**src/rca_regs.svh**
```systemverilog
`ifndef RCA_REGS_SVH
`define RCA_REGS_SVH

// ============================================================
// timing
`define RCA_OSC_IN_MHZ 20
`define RCA_INSTR_CYCLE_NS 200
`define RCA_PHASES ((`RCA_INSTR_CYCLE_NS * `RCA_OSC_IN_MHZ) / 1000)

// ============================================================
// special function registers, mirrored in both banks
`define RCA_SFR_INDIRECT 7'h00
`define RCA_SFR_PCL 7'h02
`define RCA_SFR_STATUS 7'h03
`define RCA_SFR_FSR 7'h04

// ============================================================
// status bit positions and reset values
`define RCA_ST_C 0
`define RCA_ST_DC 1
`define RCA_ST_Z 2
`define RCA_RESET_VECTOR 13'h0000
`define RCA_NOP 14'h0000

// ============================================================
// instruction groups, word bits 13:12; goto prefix, word bits 13:11
`define RCA_GRP_BYTE 2'h0
`define RCA_GRP_LIT 2'h3
`define RCA_GOTO_PFX 3'h5

// byte oriented codes, word bits 11:8
`define RCA_OP_MOVWF 4'h0
`define RCA_OP_CLRF 4'h1
`define RCA_OP_SUBWF 4'h2
`define RCA_OP_DECF 4'h3
`define RCA_OP_IORWF 4'h4
`define RCA_OP_ANDWF 4'h5
`define RCA_OP_XORWF 4'h6
`define RCA_OP_ADDWF 4'h7
`define RCA_OP_MOVF 4'h8
`define RCA_OP_COMF 4'h9
`define RCA_OP_INCF 4'hA
`define RCA_OP_DECFSZ 4'hB
`define RCA_OP_RRF 4'hC
`define RCA_OP_RLF 4'hD
`define RCA_OP_SWAPF 4'hE
`define RCA_OP_INCFSZ 4'hF

// literal codes, word bits 11:8
`define RCA_LOP_IOR 4'h8
`define RCA_LOP_AND 4'h9
`define RCA_LOP_XOR 4'hA

`endif

```
**src/rca_pkg.sv**
```systemverilog
package rca_pkg;

    // ============================================================
    // quarter phases of one instruction cycle
    typedef enum logic [1:0] {
        PH_ONE = 2'b00,
        PH_TWO = 2'b01,
        PH_THREE = 2'b10,
        PH_FOUR = 2'b11
    } rca_phase_e;

    // ============================================================
    // data bus request
    typedef struct packed {
        logic [7:0] addr;
        logic rd;
        logic wr;
        logic [7:0] wdata;
    } rca_dbus_s;

    typedef struct packed {
        logic z;
        logic half_borrow_flag;
        logic c;
    } rca_flags_s;

    // ============================================================
    // whole core state
    typedef struct packed {
        rca_phase_e ph;
        logic [12:0] pc;
        logic [13:0] ir;
        logic [7:0] w;
        rca_flags_s fl;
        logic [7:0] fsr;
        logic [7:0] opnd;
        logic take;
        logic skip;
        logic [12:0] tgt;
        rca_dbus_s dbus;
        logic clkout;
    } rca_state_s;

endpackage

```
**src/rca_core.sv**
```systemverilog
`timescale 1ns/10ps
`include "rca_regs.svh"

// How it works
// - one 14-bit word fetched per cycle over its own program bus
// - next word is fetched while the current one executes
// - plain instructions take one cycle, branches and skips take two
// - eight bit unit doing add, subtract, rotate and logic
// - add and subtract work on two's complement bytes
// - two-operand ops pair the accumulator with a file byte or literal
// - single-operand ops act on the accumulator or a file byte
// - the accumulator is eight bits and has no data address
// - operations update carry, half borrow and zero as they define
// - on subtract carry and half borrow are inverted borrows
// - program counter, status and pointer sit in data space
// - file bytes reached by direct address or through the pointer
// - every operation works on every file address through the pointer, direct addresses reach bank zero only
// - in resistor-capacitor mode a quarter rate clock goes out
// - holding the reset pin low keeps the core in reset
// - each cycle is four quarter phases from the input clock
// - operand read in phase two, destination written in phase four
module rca_core (
    // clock and master reset
    input wire logic sys_clk_i,
    input wire logic nrst_i,
    // oscillator mode strap
    input wire logic resistor_capacitor_osc_mode_i,
    // program bus
    output logic [12:0] prog_addr_o,
    input wire logic [13:0] prog_data_i,
    // data bus
    output rca_pkg::rca_dbus_s data_req_o,
    input wire logic [7:0] data_rdata_i,
    // status
    output rca_pkg::rca_flags_s flags_o,
    output logic instr_rate_output_o
);

    rca_pkg::rca_state_s st_q;
    rca_pkg::rca_state_s st_d;

    // ============================================================
    // decode and arithmetic
    logic [1:0] grp;
    logic [3:0] op;
    logic dest_f;
    logic [7:0] ea;
    logic sfr_hit;
    logic [7:0] a_op;
    logic [7:0] b_op;
    logic cin;
    logic [4:0] lo;
    logic [4:0] hi;
    logic [7:0] res;
    logic upd_z;
    logic upd_c;
    logic is_sub;
    logic wr_file;
    logic [7:0] rd_val;

    assign grp = st_q.ir[13:12];
    assign op = st_q.ir[11:8];
    assign dest_f = st_q.ir[7];
    // address zero means indirect through the pointer
    assign ea = (st_q.ir[6:0] == `RCA_SFR_INDIRECT) ? st_q.fsr : {1'b0, st_q.ir[6:0]};
    // sfr decode ignores the bank bit, so core registers mirror
    assign sfr_hit = (ea[6:0] == `RCA_SFR_PCL) || (ea[6:0] == `RCA_SFR_STATUS)
        || (ea[6:0] == `RCA_SFR_FSR);

    always_comb begin
        case (ea[6:0])
            `RCA_SFR_PCL: rd_val = st_q.pc[7:0];
            `RCA_SFR_STATUS: rd_val = {5'h00, st_q.fl.z, st_q.fl.half_borrow_flag, st_q.fl.c};
            `RCA_SFR_FSR: rd_val = st_q.fsr;
            default: rd_val = data_rdata_i;
        endcase
    end

    always_comb begin
        a_op = st_q.opnd;
        b_op = st_q.w;
        cin = 1'b0;
        is_sub = 1'b0;
        if ((grp == `RCA_GRP_BYTE && op == `RCA_OP_SUBWF)
            || (grp == `RCA_GRP_LIT && op[3:1] == 3'h6)) begin
            // subtract as operand plus inverted w plus one
            b_op = ~st_q.w;
            cin = 1'b1;
            is_sub = 1'b1;
        end
        lo = {1'b0, a_op[3:0]} + {1'b0, b_op[3:0]} + {4'h0, cin};
        hi = {1'b0, a_op[7:4]} + {1'b0, b_op[7:4]} + {4'h0, lo[4]};
    end

    always_comb begin
        res = st_q.opnd;
        upd_z = 1'b1;
        upd_c = 1'b0;
        wr_file = 1'b0;
        if (grp == `RCA_GRP_BYTE) begin
            wr_file = dest_f;
            case (op)
                `RCA_OP_MOVWF: begin
                    res = st_q.w;
                    upd_z = 1'b0;
                end
                `RCA_OP_CLRF: res = 8'h00;
                `RCA_OP_SUBWF, `RCA_OP_ADDWF: begin
                    res = {hi[3:0], lo[3:0]};
                    upd_c = 1'b1;
                end
                `RCA_OP_DECF, `RCA_OP_DECFSZ: res = st_q.opnd - 8'h01;
                `RCA_OP_INCF, `RCA_OP_INCFSZ: res = st_q.opnd + 8'h01;
                `RCA_OP_IORWF: res = st_q.opnd | st_q.w;
                `RCA_OP_ANDWF: res = st_q.opnd & st_q.w;
                `RCA_OP_XORWF: res = st_q.opnd ^ st_q.w;
                `RCA_OP_COMF: res = ~st_q.opnd;
                `RCA_OP_RRF: res = {st_q.fl.c, st_q.opnd[7:1]};
                `RCA_OP_RLF: res = {st_q.opnd[6:0], st_q.fl.c};
                `RCA_OP_SWAPF: res = {st_q.opnd[3:0], st_q.opnd[7:4]};
                default: res = st_q.opnd;
            endcase
            // a nop word must not touch anything
            if (op == `RCA_OP_MOVWF && !dest_f) begin
                upd_z = 1'b0;
            end
            if (op == `RCA_OP_MOVWF || op == `RCA_OP_RRF || op == `RCA_OP_RLF
                || op == `RCA_OP_SWAPF || op == `RCA_OP_DECFSZ || op == `RCA_OP_INCFSZ) begin
                upd_z = 1'b0;
            end
        end else if (grp == `RCA_GRP_LIT) begin
            case (op)
                `RCA_LOP_IOR: res = st_q.opnd | st_q.w;
                `RCA_LOP_AND: res = st_q.opnd & st_q.w;
                `RCA_LOP_XOR: res = st_q.opnd ^ st_q.w;
                4'hC, 4'hD, 4'hE, 4'hF: begin
                    res = {hi[3:0], lo[3:0]};
                    upd_c = 1'b1;
                end
                default: begin
                    res = st_q.opnd;
                    upd_z = 1'b0;
                end
            endcase
        end else begin
            upd_z = 1'b0;
        end
    end

    // ============================================================
    // phase sequencer and pipeline
    always_comb begin
        st_d = st_q;
        case (st_q.ph)
            rca_pkg::PH_ONE: st_d.ph = rca_pkg::PH_TWO;
            rca_pkg::PH_TWO: st_d.ph = rca_pkg::PH_THREE;
            rca_pkg::PH_THREE: st_d.ph = rca_pkg::PH_FOUR;
            rca_pkg::PH_FOUR: st_d.ph = rca_pkg::PH_ONE;
            default: st_d.ph = rca_pkg::PH_ONE;
        endcase
        // high for the second half of the cycle
        st_d.clkout = resistor_capacitor_osc_mode_i
            && (32'(st_d.ph) >= (`RCA_PHASES / 2));
        st_d.dbus.rd = 1'b0;
        st_d.dbus.wr = 1'b0;
        case (st_q.ph)
            rca_pkg::PH_ONE: begin
                st_d.take = 1'b0;
                st_d.skip = 1'b0;
                st_d.dbus.addr = ea;
                st_d.dbus.rd = (grp == `RCA_GRP_BYTE);
            end
            rca_pkg::PH_TWO: begin
                st_d.opnd = (grp == `RCA_GRP_BYTE) ? rd_val : st_q.ir[7:0];
            end
            rca_pkg::PH_THREE: begin
                if (upd_z) begin
                    st_d.fl.z = (res == 8'h00);
                end
                if (upd_c) begin
                    st_d.fl.c = hi[4];
                    st_d.fl.half_borrow_flag = lo[4];
                end
                if (grp == `RCA_GRP_BYTE && (op == `RCA_OP_RRF || op == `RCA_OP_RLF)) begin
                    st_d.fl.c = (op == `RCA_OP_RRF) ? st_q.opnd[0] : st_q.opnd[7];
                end
                if (grp == `RCA_GRP_BYTE && (op == `RCA_OP_DECFSZ || op == `RCA_OP_INCFSZ)) begin
                    st_d.skip = (res == 8'h00);
                end
                if (grp[1:1] == 1'b1 && st_q.ir[13:11] == `RCA_GOTO_PFX) begin
                    st_d.take = 1'b1;
                    st_d.tgt = {st_q.pc[12:11], st_q.ir[10:0]};
                end
                if (!wr_file) begin
                    if (grp == `RCA_GRP_LIT || (grp == `RCA_GRP_BYTE && upd_z)
                        || (grp == `RCA_GRP_BYTE && op != `RCA_OP_MOVWF)) begin
                        st_d.w = res;
                    end
                end else if (ea[6:0] == `RCA_SFR_PCL) begin
                    st_d.take = 1'b1;
                    st_d.tgt = {st_q.pc[12:8], res};
                end else if (ea[6:0] == `RCA_SFR_STATUS) begin
                    st_d.fl = res[2:0];
                end else if (ea[6:0] == `RCA_SFR_FSR) begin
                    st_d.fsr = res;
                end
                st_d.dbus.wr = wr_file && !sfr_hit;
                st_d.dbus.wdata = res;
            end
            rca_pkg::PH_FOUR: begin
                // a branch or skip flushes the word fetched meanwhile
                st_d.ir = (st_q.take || st_q.skip) ? `RCA_NOP : prog_data_i;
                st_d.pc = st_q.take ? st_q.tgt : st_q.pc + 13'h0001;
            end
            default: st_d.ph = rca_pkg::PH_ONE;
        endcase
    end

    always_ff @(posedge sys_clk_i) begin
        if (!nrst_i) begin
            st_q <= '0;
        end else begin
            st_q <= st_d;
        end
    end

    assign prog_addr_o = st_q.pc;
    assign data_req_o = st_q.dbus;
    assign flags_o = st_q.fl;
    assign instr_rate_output_o = st_q.clkout;
endmodule

```
**config.mk**
```make
export PLATFORM = sky130hd
export DESIGN_NAME = rca_core
export DESIGN_NICKNAME = d
export VERILOG_FILES = /design/src/rca_pkg.sv /design/src/rca_core.sv
export VERILOG_INCLUDE_DIRS = /design/src /design/src/src
export SDC_FILE = /design/constraint.sdc
export NUM_CORES = 1
export LEC_CHECK = 0
export ABC_AREA = 1
export BUFFER_PORTS_ARGS = -buffer_cell sky130_fd_sc_hd__buf_2
export CORE_ASPECT_RATIO = 0.75
export CORE_UTILIZATION = 50
export CTS_BUF_LIST = sky130_fd_sc_hd__clkbuf_2
export DETAILED_ROUTE_END_ITERATION = 8
export PLACE_DENSITY = 0.7
export SKIP_CTS_REPAIR_TIMING = 1
export SLEW_MARGIN = 20
export SYNTH_ARGS = -nofsm -noshare
export SYNTH_HDL_FRONTEND = slang
export SYNTH_SLANG_ARGS = --single-unit
```
**constraint.sdc**
```tcl
create_clock -name sys_clk_i -period 3.8 [get_ports sys_clk_i]
set_clock_uncertainty 0.1 [all_clocks]
set_input_delay 0.38 -clock sys_clk_i [delete_from_list [all_inputs] [get_ports sys_clk_i]]
set_output_delay 0.38 -clock sys_clk_i [all_outputs]
set_load 0.005 [all_outputs]
```
Yosys cells after proc, flatten, opt, wreduce, memory -nomap -nowiden:

Cells that the tools add are included.
Widths: inputs -> output; s select.

* output and inout port bits: 35
* input port bits: 25
* flip-flop bits (word level): 90

* equal/unequal tests: 25
* $lt $le $gt $ge: 1
* bitwise logic cells: 8
* mux-type cells: 40
* reductions and logical operators: 42
* add/sub/neg operators: 7

Operator list (number)
* $pmux 8 s12: 1
* $mux 8: 7
* $mux 13: 4
* $eq 4x4->1 const B: 8
* $pmux 8 s4: 1
* $pmux 8 s3: 1
* $mux 11: 2
* $mux 1: 19
* $eq 4x3->1 const B: 4
* $not 8->8: 2
* $eq 7x2->1 const B: 2
* $mux 14: 1
* $add 13x1->13 const B: 1
* $logic_or 1x1->1: 13
* $add 4x4->5: 2
* $add 5x1->5: 2
* $logic_and 1x1->1: 10
* $add 8x1->8 const B: 1
* $and 8x8->8: 1
* $eq 4x2->1 const B: 2
* $logic_not 8->1: 1
* $or 8x8->8: 1
* $pmux 2 s4: 1
* $sub 8x1->8 const B: 1
* other kinds (24): 35

Logic depth before layout (Yosys ltp):

* depth after elaboration: 15
* depth in mapped cells: 25
* gate-level depth less buffers: 24

Worst setup path before layout:

Ideal clock, no wire load.

* kind: register to register
* start: register st_q, in the netlist op[2]
* end: register st_q, in the netlist flags_o[2]
* path buffers: 1
* arrival time: 3.738 ns
* period minus slack after synthesis: 3.905 ns
* slack: -0.105 ns
* library setup time: 0.067 ns
* required time: 3.633 ns
* cell stages (with the launch flop): 23
* path through: dfxtp_1 -> buf_6 -> nor2_1 -> nand3_1 -> nand2_1 -> xor2_1 -> fa_1 -> a31oi_1 -> inv_1 -> fa_1 -> fa_1 -> xor2_1 -> nand2_1 -> nand2_1 -> nor2_1 -> nand3_1 -> a21oi_2 -> nand2_1 -> nor2_2 -> nand4_1 -> nand2_1 -> nand2_1 -> a21oi_2

* cells in the longest elaborated chain, start to end: 15
* elaborated cells on any way between the ends: 52
* classes of those cells: 4 x add/sub; 16 x eq/ne; 16 x mux; 16 x reduce/logical

Ends and longest elaborated chain
* start, declared: RTL line rca_core.sv:39 `rca_pkg::rca_state_s st_q;`
* start signal, assigned: RTL line rca_core.sv:223 `st_q <= st_d;`
* $eq 4x2->1 or $eq 3x3->1 (tied branches): RTL line rca_core.sv:102, rca_core.sv:85
* $logic_and 1x1->1 (on tied branches)
* $logic_or 1x1->1: RTL line rca_core.sv:84 `` if ((grp == `RCA_GRP_BYTE && op == `RCA_OP_SUBWF) ``
* $mux 8: RTL line rca_core.sv:84
* $add 4x4->5: RTL line rca_core.sv:91 `lo = {1'b0, a_op[3:0]} + {1'b0, b_op[3:0]} + {4'h0, cin};`
* $add 5x1->5: RTL line rca_core.sv:91
* $add 5x1->5: RTL line rca_core.sv:92 `hi = {1'b0, a_op[7:4]} + {1'b0, b_op[7:4]} + {4'h0, lo[4]};`
* $pmux 8 s4: RTL line rca_core.sv:132 `case (op)`
* $mux 8: RTL line rca_core.sv:131 `` end else if (grp == `RCA_GRP_LIT) begin ``
* $mux 8: RTL line rca_core.sv:100 `` if (grp == `RCA_GRP_BYTE) begin ``
* $logic_not 8->1: RTL line rca_core.sv:178 `st_d.fl.z = (res == 8'h00);`
* $mux 1: RTL line rca_core.sv:177 `if (upd_z) begin`
* $mux 3: RTL line rca_core.sv:202 `` end else if (ea[6:0] == `RCA_SFR_STATUS) begin ``
* $mux 11: RTL line rca_core.sv:199 `` end else if (ea[6:0] == `RCA_SFR_PCL) begin ``
* $mux 11 *: RTL line rca_core.sv:194 `if (!wr_file) begin`

Every way passes the cells marked *; elsewhere a longest branch is shown, timed or not.
A chain may end at the register's enable or synchronous reset.

Worst setup path after layout:

* start: register st_q, in the netlist grp[1]
* end: register st_q[32] (netlist name)

* cells in the longest elaborated chain, start to end: 13
* elaborated cells on any way between the ends: 21
* classes of those cells: 4 x add/sub; 2 x eq/ne; 8 x mux; 7 x reduce/logical

Ends and longest elaborated chain
* $eq 2x2->1 (no line) or $logic_not 2->1 (tied branches)
* $logic_and 1x1->1 (on tied branches)
* $logic_or 1x1->1: RTL line rca_core.sv:84
* $mux 8: RTL line rca_core.sv:84
* $add 4x4->5: RTL line rca_core.sv:91
* $add 5x1->5: RTL line rca_core.sv:91
* $add 5x1->5: RTL line rca_core.sv:92
* $pmux 8 s4: RTL line rca_core.sv:132
* $mux 8: RTL line rca_core.sv:131
* $mux 8: RTL line rca_core.sv:100
* $logic_not 8->1: RTL line rca_core.sv:188 `st_d.skip = (res == 8'h00);`
* $mux 1: RTL line rca_core.sv:187 `` if (grp == `RCA_GRP_BYTE && (op == `RCA_OP_DECFSZ || op == `RCA_OP_INCFSZ)) begin ``
* $pmux 2 s2: RTL line rca_core.sv:166 `case (st_q.ph)`

Parallel ways exist; a longest one is shown, timed or not. The select of a mux whose other input is x is not followed.

==> reports/results.txt <==
largest net degree at the start of global routing: 41
Total Power: 3.46 mW
# port buffers: 59
die height: 103 um
synthesized flop and latch total: 90
via total after detailed routing: 7258
total grt overflow: 0
RSZ-0062 raised after global routing: true
DRC: 0
TritonCTS Buffers: 9
critical path class: flop to flop
post-placement worst setup slack: -0.0436 ns
Worst-Margin Slew: 0.839 ns
antenna violations before repair: 0
Max rail drop VDD: 0.227 mV
CTS tree: built
Async S/R FF share, synth: 0%
Netlist cell types: 47
clk_lat worst skew: 0.60 ns
worst hold path class: input port to flop
Fin. Hold Viols: 0
post-place instance area: 7200 um^2
status: finished with violations
final cell count without fillers: 1291
FP Rows: 36
Seq/Total Area, Yosys: 26.3%
root buf cell: clkbuf_2
placed cells: 1254
hold_ws: 0.00565 ns
post-layout net count: 1177
achievable frequency: 263 MHz
multi-input logic area: 4130 um^2
crit path time final: 3.80 ns
CP Max Fanout: 4
Max Slew Vio Count: 0
ANT nets after route: 0
PwrDens: 457 nW/um^2
Final Instance Area: 7580 um^2
Post-Synthesis Cell Area: 6840 um^2
H-tree depth: 3
fin worst setup slack: -0.00128 ns
failing checks: setup timing
leakage power: 3.72 nW
startpoint types: flop
Mean Syn Cell Area: 6.46 um^2
I/O pin count: 60
antenna cells: 0
vias in the first global route: 6166
final period utilization: 100%
final setup fails: 1
yosys warns: 0
routed wire length: 22400 um
vias per inst: 5.62
Layout fillers: 1301
slew margin rel.: 43.9%
number of flops mapped to enable cells by yosys: 0
ys flop type: dfxtp_1
first-pass GRT wire length: 34400 um
Bufs on Longest Clock Path: 2
final setup TNS: -0.00128 ns
Util after Layout: 57.7%
width of the die: 137 um
count of mapped cells out of synthesis: 1058
clock sinks: 90
CTS clock-pin slew for the worst setup and hold paths: 0.24 ns
Sequential Area: 1810 um^2
Die ar.: 14200 um^2
Critical Path Sink Type: flop
P&R area growth vs syn: 10.9%
post-DR wirelength/cell: 17.3 um
core outline area: 13200 um^2
Syn Nets: 1120
Starting DRT DRC Count: 887
GP Congestion: 1.02
Initial Util: 52.0%
share of layout cells above drive strength 1: 16.3%
WP data required: 4.21 ns
post-DP HPWL: 16700 um
maxcap violations: 0
Total Routing Usage GR: 32.4%
drt first pass iters: 7
critical path arrival: 4.21 ns
-- where the power goes --
| group | switching [mW] | internal (mW) |
|---|---|---|
| Sequential | 0.135 | 1.07 |
| Combinational | 1.18 | 0.635 |
| Clock | 0.355 | 0.0947 |
| Total | 1.67 | 1.80 |
-- layout make-up --
| cell class | count | area share, % |
|---|---|---|
| well taps | 171 | 2.82 |
| inverters | 147 | 7.31 |
| clock inverters | 5 | 0.495 |
| flip-flops and latches | 90 | 23.9 |
| repair buffers | 118 | 10.3 |
| multi-input cells | 749 | 54.4 |
| clock buffers | 11 | 0.726 |
-- cells in the final DEF, fill, tap and decap left out, types with 4 or more instances in the layout --
| cell | n |
|---|---|
| a211oi_1 | 16 |
| a21oi_1 | 95 |
| a21oi_2 | 5 |
| a221oi_1 | 5 |
| buf_2 | 59 |
| buf_4 | 42 |
| clkbuf_2 | 11 |
| dfxtp_1 | 86 |
| dlygate4sd3_1 | 14 |
| ha_1 | 33 |
| inv_1 | 133 |
| inv_2 | 10 |
| nand2_1 | 249 |
| nand2_2 | 9 |
| nand2_4 | 4 |
| nand3_1 | 60 |
| nand4_1 | 14 |
| nor2_1 | 89 |
| nor2_2 | 5 |
| nor2_4 | 6 |
| nor3_1 | 7 |
| o211ai_1 | 30 |
| o21ai_0 | 61 |
| o21ai_1 | 7 |
| o22ai_1 | 5 |
| xor2_1 | 13 |
-- layer usage --
layer | routed length (um) | GRT usage, % | vias up
li1 | - | - | 3541
met1 | 10800 | 50.1 | 3270
met2 | 8410 | 43.0 | 402
met3 | 2730 | 9.21 | 45
met4 | 422 | 6.68 | 0
met5 | 0 | 0 | -
-- synth_stat cells (2+ instances only) --
cell type | number | area share, %
nand2_4 | 2 | 0.33
o311ai_0 | 2 | 0.26
o21ai_2 | 2 | 0.26
a221oi_1 | 5 | 0.64
nor2_1 | 93 | 5.1
nand2_2 | 6 | 0.55
inv_2 | 8 | 0.44
xnor2_1 | 3 | 0.38
o211a_1 | 2 | 0.29
inv_1 | 135 | 7.4
a21oi_4 | 2 | 0.48
xor2_1 | 14 | 1.8
and2_1 | 2 | 0.18
nor3_1 | 7 | 0.51
buf_2 | 2 | 0.15
buf_4 | 36 | 4.0
clkbuf_1 | 29 | 1.6
o21ai_0 | 65 | 4.8
a21oi_2 | 4 | 0.51
nor4_1 | 2 | 0.18
nor2_4 | 5 | 0.82
a211oi_1 | 16 | 1.8
buf_6 | 4 | 0.66
nor3_2 | 2 | 0.29
nand4_1 | 14 | 1.3
nand3_1 | 63 | 4.6
o21ai_1 | 3 | 0.22
clkinv_1 | 3 | 0.16
o211ai_1 | 30 | 3.3
a21boi_0 | 3 | 0.33
fa_1 | 4 | 1.2
ha_1 | 33 | 6.0
dfxtp_1 | 90 | 26
nor2_2 | 2 | 0.18
nand2_1 | 254 | 14
a21oi_1 | 96 | 7.0
o22ai_1 | 5 | 0.46
-- flip-flops by register name (all words and copies together), names as in the netlist --
name	count
grp	2
flags_o	3
op	4
st_q	40
instr_rate_output_o	1
data_req_o	18
dest_f	1
a_op	8
prog_addr_o	13
-- path summary, 6_finish.rpt --
kind	start	endpoint	slack, ns	cells after the start
min reg2reg	data_req_o[1]$_SDFFE_PN0P_	data_req_o[1]$_SDFFE_PN0P_	0.38	2
max reg2reg	grp[1]$_SDFFE_PN0N_	st_q[32]$_SDFFE_PN0P_	-0.001	22
max	grp[1]$_SDFFE_PN0N_	st_q[32]$_SDFFE_PN0P_	-0.001	22
min	prog_data_i[0]	st_q[61]$_SDFFE_PN0N_	0.006	3
-- critical path, cell delays in order (launching register included) --
cell and delay [ns]:
dfxtp_2 0.39, buf_6 0.11, nor2_4 0.13, nand3_4 0.09, nand2_4 0.10, buf_4 0.11
xor2_1 0.17, ha_1 0.28, a31oi_2 0.21, inv_1 0.08, fa_2 0.39, fa_2 0.40
xor2_2 0.17, nand2_1 0.07, nand2_1 0.06, nor2_1 0.09, nand3_1 0.10, a21oi_2 0.16
nand2_1 0.08, nor2_2 0.11, buf_4 0.12, nand3_2 0.06, a21oi_2 0.15
-- cells by family after synthesis --
family	count (synthesis)	synth area share, %
simple gates	456	28.9
compound gates	239	20.9
fa+ha+maj	37	7.21
xor+xnor	17	2.18
buf+inv	219	14.5
flops	90	26.3
(Power assumes the default switching activity.)
